## src/udbf_pkg.sv

```systemverilog
// Constants, register map and state types of the serial data buffer block.
// Assumes one 20 MHz system clock and an AXI4-Lite master for software.
package udbf_pkg;

  // ---------------------------------------------------------------------------
  // Clock and bus
  // ---------------------------------------------------------------------------
  localparam int unsigned CLK_HZ   = 20_000_000;
  localparam int unsigned AXI_AW   = 8;
  localparam logic [1:0]  RESP_OK  = 2'h0;
  localparam logic [1:0]  RESP_ERR = 2'h2;

  // ---------------------------------------------------------------------------
  // Register offsets (byte addresses)
  // ---------------------------------------------------------------------------
  localparam logic [7:0] OFF_DATA   = 8'h00;
  localparam logic [7:0] OFF_STATUS = 8'h04;
  localparam logic [7:0] OFF_CTRL_B = 8'h08;
  localparam logic [7:0] OFF_CTRL_C = 8'h0C;
  localparam logic [7:0] OFF_BAUD   = 8'h10;

  // ---------------------------------------------------------------------------
  // Field positions
  // ---------------------------------------------------------------------------
  localparam int unsigned ST_PE    = 2;
  localparam int unsigned ST_DOR   = 3;
  localparam int unsigned ST_FE    = 4;
  localparam int unsigned ST_UDRE  = 5;
  localparam int unsigned ST_TXC   = 6;
  localparam int unsigned ST_RXC   = 7;
  localparam int unsigned CB_TXB8  = 0;
  localparam int unsigned CB_RXB8  = 1;
  localparam int unsigned CB_SIZE2 = 2;
  localparam int unsigned CB_TXEN  = 3;
  localparam int unsigned CB_RXEN  = 4;
  localparam int unsigned CB_UDRIE = 5;
  localparam int unsigned CB_TXCIE = 6;
  localparam int unsigned CC_POL   = 0;
  localparam int unsigned CC_SIZE0 = 1;
  localparam int unsigned CC_STOP  = 3;
  localparam int unsigned CC_PM0   = 4;
  localparam int unsigned CC_SYNC  = 6;

  // ---------------------------------------------------------------------------
  // Reset values and timing
  // ---------------------------------------------------------------------------
  localparam logic [2:0]  SIZE_RESET = 3'h3;
  localparam logic [2:0]  SIZE_NINE  = 3'h7;
  localparam logic [15:0] BAUD_RESET = 16'h0081;
  localparam logic [3:0]  OS_MID     = 4'h7;
  localparam logic [3:0]  OS_LAST    = 4'hF;

  // ---------------------------------------------------------------------------
  // Types
  // ---------------------------------------------------------------------------
  typedef enum logic [1:0] {RX_IDLE, RX_START, RX_BITS} udbf_rx_e;

  typedef struct packed {
    logic [8:0] data;
    logic       fe;
    logic       dor;
    logic       upe;
  } udbf_rx_entry_s;

  typedef struct packed {
    logic        tx_en;
    logic        rx_en;
    logic        udrie;
    logic        txcie;
    logic        txb8;
    logic [2:0]  size;
    logic [1:0]  pm;
    logic        stop2;
    logic        sync;
    logic        pol;
    logic [15:0] baud;
  } udbf_ctrl_s;

  typedef struct packed {
    // Bus side
    logic                awready;
    logic                wready;
    logic                aw_got;
    logic [AXI_AW-1:0]   aw_addr;
    logic                w_got;
    logic [31:0]         w_data;
    logic [3:0]          w_strb;
    logic                bvalid;
    logic [1:0]          bresp;
    logic                arready;
    logic                rvalid;
    logic [1:0]          rresp;
    logic [31:0]         rdata;
    udbf_ctrl_s          ctrl;
    // Pin sampling
    logic                rxd_s1;
    logic                rxd_s2;
    logic                sclk_s1;
    logic                sclk_s2;
    logic                sclk_prev;
    logic [15:0]         baud_cnt;
    // Transmitter
    logic [8:0]          tbuf;
    logic                tbuf_full;
    logic                tx_busy;
    logic [12:0]         tx_sh;
    logic [3:0]          tx_cnt;
    logic [3:0]          tx_phase;
    logic                txc;
    logic                txd;
    logic                txd_oe;
    logic                udre_irq;
    logic                txc_irq;
    // Receiver
    udbf_rx_e            rx_st;
    logic [3:0]          rx_phase;
    logic [3:0]          rx_idx;
    logic [10:0]         rx_sh;
    logic                ovr;
    logic                pend_valid;
    udbf_rx_entry_s      pend;
    udbf_rx_entry_s [1:0] fifo;
    logic                rd_ptr;
    logic [1:0]          count;
    logic                rx_own;
  } udbf_state_s;

endpackage : udbf_pkg

```

## src/udbf_top.sv

```systemverilog
// Serial port data path: buffered transmitter, two-deep receive FIFO, flags.
// Assumes an AXI4-Lite master on aclk; rxd and external_serial_clock are asynchronous pins.
// Functional notes
// - Buffer-empty flag shows transmit buffer is empty
// - Buffer-empty request held while flag set
// - Data register write clears buffer-empty flag
// - Complete flag sets after frame, buffer empty
// - Complete flag clears on service or one-write
// - Complete request when flag set and enabled
// - Parity bit inserted before first stop bit
// - Transmitter disable waits for buffer and shifter
// - Receiver enable takes over the input pin
// - Start bit begins reception, bits then sampled
// - Frame ends at first stop bit
// - Completed frame moves into receive buffer
// - Unused upper data bits read as zero
// - Ninth bit and errors travel in FIFO
// - Shifter loads when idle or after stop
// - Receive-complete flag shows unread data present
// - Two-deep buffer plus shifter, overrun on fourth start
// - Parity is xor of data, inverted odd
//
// Local design decisions: the register addresses and the AXI4-Lite interface to the registers.
`timescale 1ns/1ns
`default_nettype none

module udbf_top (
  input  wire logic                       aclk,          // System clock
  input  wire logic                       aresetn,       // Sync reset, active low
  input  wire logic [udbf_pkg::AXI_AW-1:0] s_axi_awaddr, // Write address
  input  wire logic                       s_axi_awvalid, // Write address valid
  output logic                            s_axi_awready, // Write address ready
  input  wire logic [31:0]                s_axi_wdata,   // Write data
  input  wire logic [3:0]                 s_axi_wstrb,   // Write byte strobes
  input  wire logic                       s_axi_wvalid,  // Write data valid
  output logic                            s_axi_wready,  // Write data ready
  output logic [1:0]                      s_axi_bresp,   // Write response
  output logic                            s_axi_bvalid,  // Write response valid
  input  wire logic                       s_axi_bready,  // Write response ready
  input  wire logic [udbf_pkg::AXI_AW-1:0] s_axi_araddr, // Read address
  input  wire logic                       s_axi_arvalid, // Read address valid
  output logic                            s_axi_arready, // Read address ready
  output logic [31:0]                     s_axi_rdata,   // Read data
  output logic [1:0]                      s_axi_rresp,   // Read response
  output logic                            s_axi_rvalid,  // Read data valid
  input  wire logic                       s_axi_rready,  // Read data ready
  input  wire logic                       rxd,           // Serial input pin
  input  wire logic                       external_serial_clock, // External serial clock pin
  output logic                            txd,           // Serial output
  output logic                            txd_oe,        // Transmitter owns output pin
  output logic                            rx_pin_owned,  // Receiver owns input pin
  output logic                            udre_irq_req,  // Buffer-empty request level
  output logic                            txc_irq_req,   // Transmit-complete request
  input  wire logic                       txc_irq_ack    // Complete request serviced
);

  // ---------------------------------------------------------------------------
  // Frame helpers
  // ---------------------------------------------------------------------------
  function automatic logic [3:0] data_bits(input logic [2:0] size);
    case (size)
      3'h0:    data_bits = 4'h5;
      3'h1:    data_bits = 4'h6;
      3'h2:    data_bits = 4'h7;
      3'h7:    data_bits = 4'h9;
      default: data_bits = 4'h8;
    endcase
  endfunction : data_bits

  function automatic logic [8:0] data_mask(input logic [2:0] size);
    data_mask = 9'h1FF >> (4'h9 - data_bits(size));
  endfunction : data_mask

  // Start, data LSB first, optional parity, then stop bits (ones)
  function automatic logic [12:0] tx_frame(input logic [8:0]  d,
                                           input udbf_pkg::udbf_ctrl_s c);
    logic [3:0] n;
    logic [8:0] dm;
    n  = data_bits(c.size);
    dm = d & data_mask(c.size);
    tx_frame = {4'hF, dm} << 1;
    tx_frame = tx_frame | (13'h1FFF << (n + 4'h1));
    if (c.pm[1]) begin
      tx_frame[n + 4'h1] = ^dm ^ c.pm[0];
    end
  endfunction : tx_frame

  // ---------------------------------------------------------------------------
  // State
  // ---------------------------------------------------------------------------
  udbf_pkg::udbf_state_s q;
  udbf_pkg::udbf_state_s d;

  always_comb begin
    logic           tick;
    logic           x_rise;
    logic           x_fall;
    logic           tx_edge;
    logic           rx_edge;
    logic           tx_bit_end;
    logic           pop;
    logic           do_wr;
    logic [3:0]     n;
    logic [3:0]     plen;
    logic           pbit;
    logic           sbit;
    logic [8:0]     rdat;
    logic [1:0]     cnt_after;
    logic           wptr;
    logic [31:0]    rd;
    udbf_pkg::udbf_rx_entry_s head;
    d          = q;
    tick       = 1'b0;
    pop        = 1'b0;
    do_wr      = 1'b0;
    rd         = 32'h0000_0000;
    n          = data_bits(q.ctrl.size);
    plen       = {3'h0, q.ctrl.pm[1]};
    pbit       = 1'b0;
    sbit       = 1'b0;
    rdat       = 9'h000;
    cnt_after  = 2'h0;
    wptr       = 1'b0;
    head       = q.fifo[q.rd_ptr];

    // -------------------------------------------------------------------------
    // Pin synchronisers and rate enables
    // -------------------------------------------------------------------------
    d.rxd_s1   = rxd;
    d.rxd_s2   = q.rxd_s1;
    d.sclk_s1   = external_serial_clock;
    d.sclk_s2   = q.sclk_s1;
    d.sclk_prev = q.sclk_s2;
    x_rise      = q.sclk_s2 & ~q.sclk_prev;
    x_fall      = ~q.sclk_s2 & q.sclk_prev;
    if (q.baud_cnt >= q.ctrl.baud) begin
      d.baud_cnt = 16'h0000;
      tick       = 1'b1;
    end else begin
      d.baud_cnt = q.baud_cnt + 16'h0001;
    end
    // Polarity 0: change on rising, sample on falling
    tx_edge = q.ctrl.pol ? x_fall : x_rise;
    rx_edge = q.ctrl.pol ? x_rise : x_fall;
    tx_bit_end = q.ctrl.sync ? tx_edge : (tick && q.tx_phase == udbf_pkg::OS_LAST);

    // -------------------------------------------------------------------------
    // Register reads; data read pops the FIFO
    // -------------------------------------------------------------------------
    if (s_axi_arvalid && q.arready) begin
      d.rresp = udbf_pkg::RESP_OK;
      case (s_axi_araddr)
        udbf_pkg::OFF_DATA: begin
          rd[7:0] = head.data[7:0] & {8{q.count != 2'h0}};
          pop     = q.count != 2'h0;
        end
        udbf_pkg::OFF_STATUS: begin
          rd[udbf_pkg::ST_RXC]  = q.count != 2'h0;
          rd[udbf_pkg::ST_TXC]  = q.txc;
          rd[udbf_pkg::ST_UDRE] = ~q.tbuf_full;
          rd[udbf_pkg::ST_FE]   = head.fe & (q.count != 2'h0);
          rd[udbf_pkg::ST_DOR]  = head.dor & (q.count != 2'h0);
          rd[udbf_pkg::ST_PE]   = head.upe & (q.count != 2'h0);
        end
        udbf_pkg::OFF_CTRL_B: begin
          rd[udbf_pkg::CB_TXB8]  = q.ctrl.txb8;
          rd[udbf_pkg::CB_RXB8]  = head.data[8] & (q.count != 2'h0);
          rd[udbf_pkg::CB_SIZE2] = q.ctrl.size[2];
          rd[udbf_pkg::CB_TXEN]  = q.ctrl.tx_en;
          rd[udbf_pkg::CB_RXEN]  = q.ctrl.rx_en;
          rd[udbf_pkg::CB_UDRIE] = q.ctrl.udrie;
          rd[udbf_pkg::CB_TXCIE] = q.ctrl.txcie;
        end
        udbf_pkg::OFF_CTRL_C: begin
          rd[udbf_pkg::CC_POL]                       = q.ctrl.pol;
          rd[udbf_pkg::CC_SIZE0 +: 2]                = q.ctrl.size[1:0];
          rd[udbf_pkg::CC_STOP]                      = q.ctrl.stop2;
          rd[udbf_pkg::CC_PM0 +: 2]                  = q.ctrl.pm;
          rd[udbf_pkg::CC_SYNC]                      = q.ctrl.sync;
        end
        udbf_pkg::OFF_BAUD: rd[15:0] = q.ctrl.baud;
        default: d.rresp = udbf_pkg::RESP_ERR;
      endcase
      d.rdata  = rd;
      d.rvalid = 1'b1;
    end else if (q.rvalid && s_axi_rready) begin
      d.rvalid = 1'b0;
    end

    // -------------------------------------------------------------------------
    // Register writes, taken once address and data have both arrived
    // -------------------------------------------------------------------------
    if (s_axi_awvalid && q.awready) begin
      d.aw_got  = 1'b1;
      d.aw_addr = s_axi_awaddr;
    end
    if (s_axi_wvalid && q.wready) begin
      d.w_got  = 1'b1;
      d.w_data = s_axi_wdata;
      d.w_strb = s_axi_wstrb;
    end
    if (q.bvalid && s_axi_bready) begin
      d.bvalid = 1'b0;
    end
    if (q.aw_got && q.w_got && !q.bvalid) begin
      do_wr    = 1'b1;
      d.aw_got = 1'b0;
      d.w_got  = 1'b0;
      d.bvalid = 1'b1;
      d.bresp  = udbf_pkg::RESP_OK;
      case (q.aw_addr)
        udbf_pkg::OFF_DATA: begin
          if (q.w_strb[0]) begin
            d.tbuf      = {q.ctrl.txb8, q.w_data[7:0]};
            d.tbuf_full = 1'b1;
          end
        end
        udbf_pkg::OFF_STATUS: ;
        udbf_pkg::OFF_CTRL_B: begin
          if (q.w_strb[0]) begin
            d.ctrl.txb8    = q.w_data[udbf_pkg::CB_TXB8];
            d.ctrl.size[2] = q.w_data[udbf_pkg::CB_SIZE2];
            d.ctrl.tx_en   = q.w_data[udbf_pkg::CB_TXEN];
            d.ctrl.rx_en   = q.w_data[udbf_pkg::CB_RXEN];
            d.ctrl.udrie   = q.w_data[udbf_pkg::CB_UDRIE];
            d.ctrl.txcie   = q.w_data[udbf_pkg::CB_TXCIE];
          end
        end
        udbf_pkg::OFF_CTRL_C: begin
          if (q.w_strb[0]) begin
            d.ctrl.pol       = q.w_data[udbf_pkg::CC_POL];
            d.ctrl.size[1:0] = q.w_data[udbf_pkg::CC_SIZE0 +: 2];
            d.ctrl.stop2     = q.w_data[udbf_pkg::CC_STOP];
            d.ctrl.pm        = q.w_data[udbf_pkg::CC_PM0 +: 2];
            d.ctrl.sync      = q.w_data[udbf_pkg::CC_SYNC];
          end
        end
        udbf_pkg::OFF_BAUD: begin
          if (q.w_strb[0]) d.ctrl.baud[7:0]  = q.w_data[7:0];
          if (q.w_strb[1]) d.ctrl.baud[15:8] = q.w_data[15:8];
        end
        default: d.bresp = udbf_pkg::RESP_ERR;
      endcase
    end

    // -------------------------------------------------------------------------
    // Transmitter
    // -------------------------------------------------------------------------
    if (q.tx_busy) begin
      if (!q.ctrl.sync && tick) begin
        d.tx_phase = q.tx_phase + 4'h1;
      end
      if (tx_bit_end) begin
        if (q.tx_cnt == 4'h1) begin
          d.tx_busy = 1'b0;
          if (!q.tbuf_full) begin
            d.txc = 1'b1;
          end
        end else begin
          d.tx_sh  = {1'b1, q.tx_sh[12:1]};
          d.tx_cnt = q.tx_cnt - 4'h1;
        end
      end
    end
    // Reload in the same cycle the stop bit ends, so frames run back to back
    if (q.txd_oe && q.tbuf_full && (!q.tx_busy || (tx_bit_end && q.tx_cnt == 4'h1))) begin
      d.tx_busy   = 1'b1;
      d.tx_sh     = tx_frame(q.tbuf, q.ctrl);
      d.tx_cnt    = 4'h2 + n + plen + {3'h0, q.ctrl.stop2};
      d.tx_phase  = 4'h0;
      d.tbuf_full = do_wr && q.aw_addr == udbf_pkg::OFF_DATA && q.w_strb[0];
    end
    // Hardware set wins over a clear in the same cycle
    if (!(d.txc && !q.txc)) begin
      if (txc_irq_ack || (do_wr && q.aw_addr == udbf_pkg::OFF_STATUS && q.w_strb[0] &&
          q.w_data[udbf_pkg::ST_TXC])) begin
        d.txc = 1'b0;
      end
    end
    if (q.ctrl.tx_en) begin
      d.txd_oe = 1'b1;
    end else if (!d.tx_busy && !d.tbuf_full) begin
      d.txd_oe = 1'b0;
    end
    d.txd      = d.tx_busy ? d.tx_sh[0] : 1'b1;
    d.udre_irq = q.ctrl.udrie & ~d.tbuf_full;
    d.txc_irq  = q.ctrl.txcie & d.txc;

    // -------------------------------------------------------------------------
    // Receiver
    // -------------------------------------------------------------------------
    if (pop) begin
      d.rd_ptr = ~q.rd_ptr;
      d.count  = q.count - 2'h1;
    end
    cnt_after = d.count;
    // Frame held in the shifter moves on as soon as a slot frees
    if (q.pend_valid && cnt_after != 2'h2) begin
      wptr            = d.rd_ptr ^ cnt_after[0];
      d.fifo[wptr]    = q.pend;
      d.count         = cnt_after + 2'h1;
      d.pend_valid    = 1'b0;
    end
    case (q.rx_st)
      udbf_pkg::RX_IDLE: begin
        if (q.ctrl.sync ? (rx_edge && !q.rxd_s2) : (tick && !q.rxd_s2)) begin
          d.rx_st    = q.ctrl.sync ? udbf_pkg::RX_BITS : udbf_pkg::RX_START;
          d.rx_phase = 4'h0;
          d.rx_idx   = 4'h0;
          if (q.count == 2'h2 && q.pend_valid) begin
            d.ovr = 1'b1;
          end
        end
      end
      udbf_pkg::RX_START: begin
        if (tick) begin
          d.rx_phase = q.rx_phase + 4'h1;
          if (q.rx_phase == udbf_pkg::OS_MID) begin
            d.rx_phase = 4'h0;
            d.rx_st    = q.rxd_s2 ? udbf_pkg::RX_IDLE : udbf_pkg::RX_BITS;
          end
        end
      end
      udbf_pkg::RX_BITS: begin
        if (q.ctrl.sync ? rx_edge : (tick && q.rx_phase == udbf_pkg::OS_LAST)) begin
          d.rx_sh[q.rx_idx] = q.rxd_s2;
          d.rx_idx          = q.rx_idx + 4'h1;
          // Second stop bit is never looked at
          if (q.rx_idx == n + plen) begin
            rdat          = q.rx_sh[8:0] & data_mask(q.ctrl.size);
            pbit          = q.rx_sh[n];
            sbit          = q.rxd_s2;
            d.pend.data   = rdat;
            d.pend.fe     = ~sbit;
            d.pend.dor    = q.ovr;
            d.pend.upe    = q.ctrl.pm[1] & (^rdat ^ q.ctrl.pm[0] ^ pbit);
            d.pend_valid  = 1'b1;
            d.ovr         = 1'b0;
            d.rx_st       = udbf_pkg::RX_IDLE;
          end
        end
        if (!q.ctrl.sync && tick) begin
          d.rx_phase = q.rx_phase + 4'h1;
        end
      end
      default: d.rx_st = udbf_pkg::RX_IDLE;
    endcase
    // Disabling the receiver is immediate and flushes everything
    if (!q.ctrl.rx_en) begin
      d.rx_st      = udbf_pkg::RX_IDLE;
      d.count      = 2'h0;
      d.pend_valid = 1'b0;
      d.ovr        = 1'b0;
    end
    d.rx_own = d.ctrl.rx_en;

    d.awready = ~d.aw_got & ~d.bvalid;
    d.wready  = ~d.w_got & ~d.bvalid;
    d.arready = ~d.rvalid;
  end

  always_ff @(posedge aclk) begin
    if (!aresetn) begin
      q            <= '0;
      q.ctrl.size  <= udbf_pkg::SIZE_RESET;
      q.ctrl.baud  <= udbf_pkg::BAUD_RESET;
      q.rxd_s1     <= 1'b1;
      q.rxd_s2     <= 1'b1;
      q.txd        <= 1'b1;
      q.rx_st      <= udbf_pkg::RX_IDLE;
    end else begin
      q <= d;
    end
  end

  // ---------------------------------------------------------------------------
  // Outputs
  // ---------------------------------------------------------------------------
  assign s_axi_awready = q.awready;
  assign s_axi_wready  = q.wready;
  assign s_axi_bresp   = q.bresp;
  assign s_axi_bvalid  = q.bvalid;
  assign s_axi_arready = q.arready;
  assign s_axi_rdata   = q.rdata;
  assign s_axi_rresp   = q.rresp;
  assign s_axi_rvalid  = q.rvalid;
  assign txd           = q.txd;
  assign txd_oe        = q.txd_oe;
  assign rx_pin_owned  = q.rx_own;
  assign udre_irq_req  = q.udre_irq;
  assign txc_irq_req   = q.txc_irq;

endmodule : udbf_top

`default_nettype wire

```

## config.mk

```make
export PLATFORM = sky130hd
export DESIGN_NAME = udbf_top
export DESIGN_NICKNAME = d
export VERILOG_FILES = /design/src/udbf_pkg.sv /design/src/udbf_top.sv
export SDC_FILE = /design/constraint.sdc
export NUM_CORES = 1
export LEC_CHECK = 0
export BUFFER_PORTS_ARGS = -buffer_cell sky130_fd_sc_hd__buf_2
export CORE_MARGIN = 8
export CORE_UTILIZATION = 53
export DETAILED_ROUTE_END_ITERATION = 10
export PLACE_DENSITY = 0.76
export SETUP_SLACK_MARGIN = 0.02
export SLEW_MARGIN = 20
export SYNTH_ARGS = -nofsm -noshare
export SYNTH_HDL_FRONTEND = slang
export SYNTH_SLANG_ARGS = --single-unit
```

## constraint.sdc

```tcl
create_clock -name aclk -period 3.85 [get_ports aclk]
set_clock_uncertainty 0.05 [all_clocks]
set_input_delay 0.77 -clock aclk [delete_from_list [all_inputs] [get_ports aclk]]
set_output_delay 0.77 -clock aclk [all_outputs]
set_load 0.02 [all_outputs]
```

# [Word level (Yosys, flattened, before mapping)]
# Index checks and enable logic that the tools add are counted.
[classes] n_eq_ne=28 mux=86 div_mod_pow=0 shifts=3 add_sub_neg=14 magnitude_cmp=9 reduce_logical=67 n_bitwise=30 n_mul=0
[ops] op="$mux W23" n=2
[ops] op="$mux W37" n=1
[ops] op="$mux W12" n=3
[ops] op="$eq A8 B4 Y1 const B" n=4
[ops] op="$mux W1" n=31
[ops] op="$mux W29" n=1
[ops] op="$mux W28" n=1
[ops] op="$logic_and A1 B1 Y1" n=27
[ops] op="$mux W13" n=2
[ops] op="$pmux W5 S5" n=1
[ops] op="$bwmux W24" n=1
[ops] op="$mux W4" n=6
[ops] op="$mux W8" n=3
[ops] op="$reduce_and A3 Y1" n=8
[ops] op="$and A9 B9 Y9" n=2
[ops] op="$mux W18" n=1
[ops] op="$reduce_xor A9 Y1" n=2
[ops] op="$shr A9 B4 Y9 const A" n=2
[ops] op="$mux W17" n=1
[ops] op="$add A16 B1 Y16 const B" n=1
[ops] op="$add A4 B1 Y4 const B" n=4
[ops] op="$eq A8 B3 Y1 const B" n=2
[ops] op="$eq A8 B5 Y1 const B" n=2
[ops] op="$ge A16 B16 Y1" n=1
[ops] op="60 further kinds" n=128
[totals] word_cells=301 regBits=220 memories=0 in_bits=62 mem_bits_ro=0 ramBits=0 latch_bits=0 output_inout_bits=46

# [Logic depth before layout (Yosys ltp)]
[logic_depth] depth_word=20 depth_mapped=14 mapped_depth_nobuf=12

# [Worst setup path before layout]
# Ideal clock, no wire load.
[synth_path] kind="input to register" startpoint="input port s_axi_araddr[0] in the netlist's numbering" endpoint="register q[16] in the netlist's numbering" slack_ns=-0.050 required_ns=3.672 setup_ns=0.128 cell_stages=11 t_arrival_ns=3.723 n_path_buf=1 cell_sequence="or4_1 -> or3_1 -> nor4_4 -> nand2_1 -> xnor2_1 -> ha_1 -> nand2b_1 -> nor2_1 -> buf_1 -> mux2i_1 -> nor2_1"
[synth_between] elab_chain_cells=10 word_cells_on_any_way=13 classes_between="order compare (2); eq/ne (1); mux (6); bitwise (1); reduce/logical (3)"
[synth_lines] element="start, declared" line="udbf_top.sv:40" rtl="input wire logic [udbf_pkg::AXI_AW-1:0] s_axi_araddr,"
[synth_lines] element="$logic_not A8 Y1 *" line="udbf_top.sv:152" rtl="case (s_axi_araddr)"
[synth_lines] element="$mux W1 *" line="udbf_top.sv:152"
[synth_lines] element="$mux W1 *" line="udbf_top.sv:150" rtl="if (s_axi_arvalid && q.arready) begin"
[synth_lines] element="$mux W3 *" line="udbf_top.sv:292" rtl="if (pop) begin"
[synth_lines] element="$xor A1 B1 Y1" line="udbf_top.sv:299" rtl="wptr = d.rd_ptr ^ cnt_after[0];"
[synth_lines] element="$lt A1 B2 Y1 (implied by the code) / $ge A1 B1 Y1 (equally long branches)" line="udbf_top.sv:300" rtl="d.fifo[wptr] = q.pend;"
[synth_lines] element="$logic_and A1 B1 Y1 (implied by the code)" line="udbf_top.sv:300"
[synth_lines] element="$mux W12 (implied by the code)" line="udbf_top.sv:300"
[synth_lines] element="$demux W12 S1" line="udbf_top.sv:300"
[synth_lines] element="$bwmux W24" line="udbf_top.sv:300"
[synth_lines] element="end, declared" line="udbf_top.sv:91" rtl="udbf_pkg::udbf_state_s q;"
# Every way passes the cells marked *; elsewhere a longest branch is shown, timed or not.
# A chain may end at the register's enable or synchronous reset.

# [Final worst setup path]
[layout_path] startpoint="register q[143] in the netlist's numbering" endpoint="register q[85] in the netlist's numbering"
[layout_between] elab_chain_cells=11 word_cells_on_any_way=22 classes_between="add/sub (2); order compare (2); eq/ne (3); shift (2); mux (7); bitwise (3); reduce/logical (3)"
[layout_lines] element="$eq A3 B3 Y1 (tied with other cells)" line="udbf_top.sv:61" rtl="case (size)"
[layout_lines] element="$pmux W4 S4 *" line="udbf_top.sv:61"
[layout_lines] element="$mux W4 *" line="udbf_top.sv:266" rtl="if (q.txd_oe && q.tbuf_full && (!q.tx_busy || (tx_bit_end && q.tx_cnt == 4'h1))) begin"
[layout_lines] element="$sub A4 B4 Y4 / $add A4 B1 Y4 (equally long branches)" line="udbf_top.sv:71, udbf_top.sv:82, udbf_top.sv:84"
[layout_lines] element="$shr A9 B4 Y9 (tied with other cells)" line="udbf_top.sv:71" rtl="data_mask = 9'h1FF >> (4'h9 - data_bits(size));"
[layout_lines] element="$and A9 B9 Y9 / $logic_and A1 B1 Y1 (equally long branches)" line="udbf_top.sv:80, udbf_top.sv:84"
[layout_lines] element="$reduce_xor A9 Y1 / $mux W1 (equally long branches)" line="udbf_top.sv:84" rtl="tx_frame[n + 4'h1] = ^dm ^ c.pm[0];"
[layout_lines] element="$xor A1 B1 Y1 / $demux W1 S4 (equally long branches)" line="udbf_top.sv:84"
[layout_lines] element="$bwmux W13" line="udbf_top.sv:84"
[layout_lines] element="$mux W13 *" line="udbf_top.sv:83" rtl="if (c.pm[1]) begin"
[layout_lines] element="$mux W23 *" line="udbf_top.sv:266"
# Every way passes the cells marked *; elsewhere a longest branch is shown, timed or not. The select of a mux whose other input is x is not followed.

==> flow_metrics.env <==
export IMPL_path_cells="buf_4, a21oi_4, inv_1, ha_1, a21bo_2, a32o_1, a2111oi_0, o21ba_2, xor2_2, xnor2_2, o311ai_0, o211ai_1"
export IMPL_ff2ff_setup_slack_ps=340
export IMPL_htree_levels=4
export IMPL_fp_dieW_um=153.9
export IMPL_synth_seq_cells=199
export IMPL_largest_register_ff_count=168
export IMPL_num_rows=50
export IMPL_vdd_drop_max_mv=0.2869
export IMPL_drc=0
export IMPL_avgSynthCellArea_um2=8.587
export IMPL_grt_pass1_vias=7882
export IMPL_grt_util_all_layers=0.2053
export IMPL_drt_first_pass_iters=6
export IMPL_worst_pin_slew_ps=843.3
export IMPL_clock_latency_ps=440
export IMPL_clk_path_buf_depth=2
export IMPL_reg2reg_depth=12
export IMPL_multi_input_area_um2=5504
export IMPL_io_pins=108
export IMPL_grt_max_degree=81
export IMPL_worst_path_buf_inv=2
export IMPL_cp_top_family="compound AO/OA/AOI/OAI gates"
export IMPL_synthArstFlopShare=0
export IMPL_antenna_found_initial=0
export IMPL_die_y_um=153.9
export IMPL_synth_edf_count=0
export IMPL_worstPathRequired_ps=4090
export IMPL_crit_fanout=12
export IMPL_cellLeakagePower_uw=0.004511
export IMPL_path_class="reg2reg"
export IMPL_nets=1323
export IMPL_synth_most_common_cell="dfxtp_1"
export IMPL_crit_start="q[143]$_SDFFE_PN1P_"
export IMPL_synthesis_area_um2=10080
export IMPL_p_per_area_nw_per_um2=361.3
export IMPL_clk_pin_slew_ps=80
export IMPL_max_freq_mhz=285.1
export IMPL_setup_violations_final=0
export IMPL_seq_area_frac_synth=0.3952
export IMPL_hp_class="reg2reg"
export IMPL_die_area_um2=23690
export IMPL_synth_top_flop_cell="dfxtp_1"
export IMPL_crit_slowest_cell="o311ai_0"
export IMPL_cts_tree="done"
export IMPL_diodes=0
export IMPL_fin_crit_ps=3508
export IMPL_drive_gt1_frac=0.1346
export IMPL_cts_sinks=199
export IMPL_initial_utilization=0.5389
export IMPL_synth_top_cell_by_area="dfxtp_1"
export IMPL_wire_per_inst_um=16.83
export IMPL_drtAntennaViolNets=0
export IMPL_netlist_top_cells_count="dfxtp_1 (199), nand2_1 (148), nor2_1 (142)"
export IMPL_cts_root_buffer="clkbuf_16"
export IMPL_overflow=0
export IMPL_hold_path_startpoint="d[119]$_SDFF_PN1_"
export IMPL_final_area_um2=11090
export IMPL_place_area_um2=10510
export IMPL_route_vias_total=8439
export IMPL_fillCellCount=1653
export IMPL_finalWirelength_um=24570
export IMPL_setup_tns_ps=0
export IMPL_worst_path_stages=12
export IMPL_drtIter0Drc=611
export IMPL_hold_violations=0
export IMPL_critical_path_endpoint_type="register"
export IMPL_portBuffers=71
export IMPL_regArea_um2=3984
export IMPL_holdPathStages=1
export IMPL_status="complete, no violations"
export IMPL_cpPeakStageDelay_ps=440
export IMPL_r2r_start="q[143]$_SDFFE_PN1P_"
export IMPL_ys_top_cells_by_area="dfxtp_1 (40%), mux2i_1 (8.4%), ha_1 (5.8%), nand2_1 (5.5%), nor2_1 (5.3%)"
export IMPL_finalMaxSlewViolations=0
export IMPL_cts_setup_buffers=0
export IMPL_period_share=0.9112
export IMPL_syn_to_final_growth_pct=9.966
export IMPL_cp_arrival_ps=3750
export IMPL_cts_buffers=17
export IMPL_start_kind="register"
export IMPL_viasPerCell=5.780
export IMPL_synth_cell_types=84
export IMPL_rsz0062_at_grt="no"
export IMPL_core_area_um2=18710
export IMPL_grt_first_pass_wirelength_um=40140
export IMPL_dp_hpwl_um=17940
export IMPL_top_register="q"
export IMPL_synth_cells=1174
export IMPL_gp_congestion=0.9073
export IMPL_max_slew_margin=0.4319
export IMPL_yosysTopAreaCellShare=0.3952
export IMPL_drv_cap=0
export IMPL_synth_warning_count=0
==> metal layers <==
layer | global-route usage | routed length (µm)
met2 | 0.3262 | 11390
met1 | 0.2760 | 11120
met4 | 0.05600 | 398
met3 | 0.04540 | 1667
met5 | 0 | 0
==> power breakdown <==
part           switching (µW)  internal, µW
Clock                     861           859
Sequential               26.0          2080
Combinational             120          55.0
Total                    1010          3000
==> final timing paths <==
check,endpoint
setup / recovery,q[85]$_SDFFE_PN0P_
hold / removal,q[119]$_SDFF_PN1_
hold reg to reg,q[119]$_SDFF_PN1_
setup reg to reg,q[85]$_SDFFE_PN0P_
==> stage by stage <==
step | hold slack (ps) | utilization | worst slack [ps] | total power [µW] | cells
3_5_place_dp | 359.1 | 0.5617 | 142.7 | 2332 | 1428
5_1_grt | 383.0 | 0.5926 | 50.94 | 4147 | 1460
4_1_cts | 371.8 | 0.5922 | 99.96 | 4036 | 1460
2_1_floorplan | 336.3 | - | 154.1 | 2287 | 1191
3_3_place_gp | 341.8 | 0.5617 | 261.3 | 2327 | 1428
6_report | 365.8 | 0.5926 | 342.0 | 4005 | 1460
==> worst reg2reg max path, stage by stage (launching register included) <==
cell and delay [ps]:
dfxtp_1 350, buf_4 180, a21oi_4 160, inv_1 100, ha_1 410, a21bo_2 250, a32o_1 210, a2111oi_0 390
o21ba_2 230, xor2_2 230, xnor2_2 210, o311ai_0 440, o211ai_1 170
==> what timing repair did <==
action	CTS	global route
hold buffers	0	0
endpoints found under the setup margin	0	12
gates resized for setup	0	2
endpoints found under the hold margin	0	0
==> area by class of cell <==
type | instances | area share
clock inverters | 14 | 0.01264
inverters | 44 | 0.01512
flip-flops and latches | 199 | 0.3594
multi-input cells | 855 | 0.4965
clock buffers | 18 | 0.03871
well taps | 234 | 0.02641
repair buffers | 96 | 0.05124
==> cell usage in the layout, fill, tap and decap left out, types with 6 or more instances in the layout <==
cell type  instances
a211oi_1           8
a21oi_1           84
a221oi_1           7
a22oi_1           14
a31oi_1            7
and2_1            17
and3_1            11
buf_2             71
buf_4             23
clkbuf_16         17
conb_1            18
dfxtp_1          199
ha_1              47
inv_1             42
mux2_2            16
mux2i_1           85
nand2_1          148
nand2b_1          10
nand3_1           38
nand4_1           12
nor2_1           142
nor2b_1            6
nor3_1            13
nor4_1             7
o21ai_0           24
xnor2_1           26
xor2_1            14
==> cell families (layout without fill, tap and decap cells) <==
kind of cell | Yosys count | count (layout) | synth area share
flip-flops | 199 | 199 | 0.3952
other | 1 | 18 | 0.0003720
AO/OA/AOI/OAI | 208 | 208 | 0.1375
buffers and inverters | 137 | 172 | 0.06665
adder cells (fa/ha/maj) | 48 | 48 | 0.06032
XOR/XNOR | 42 | 42 | 0.03724
multiplexers | 101 | 101 | 0.1023
AND/OR/NAND/NOR | 438 | 438 | 0.2004
Note: power is estimated with default switching activity, not from simulation.
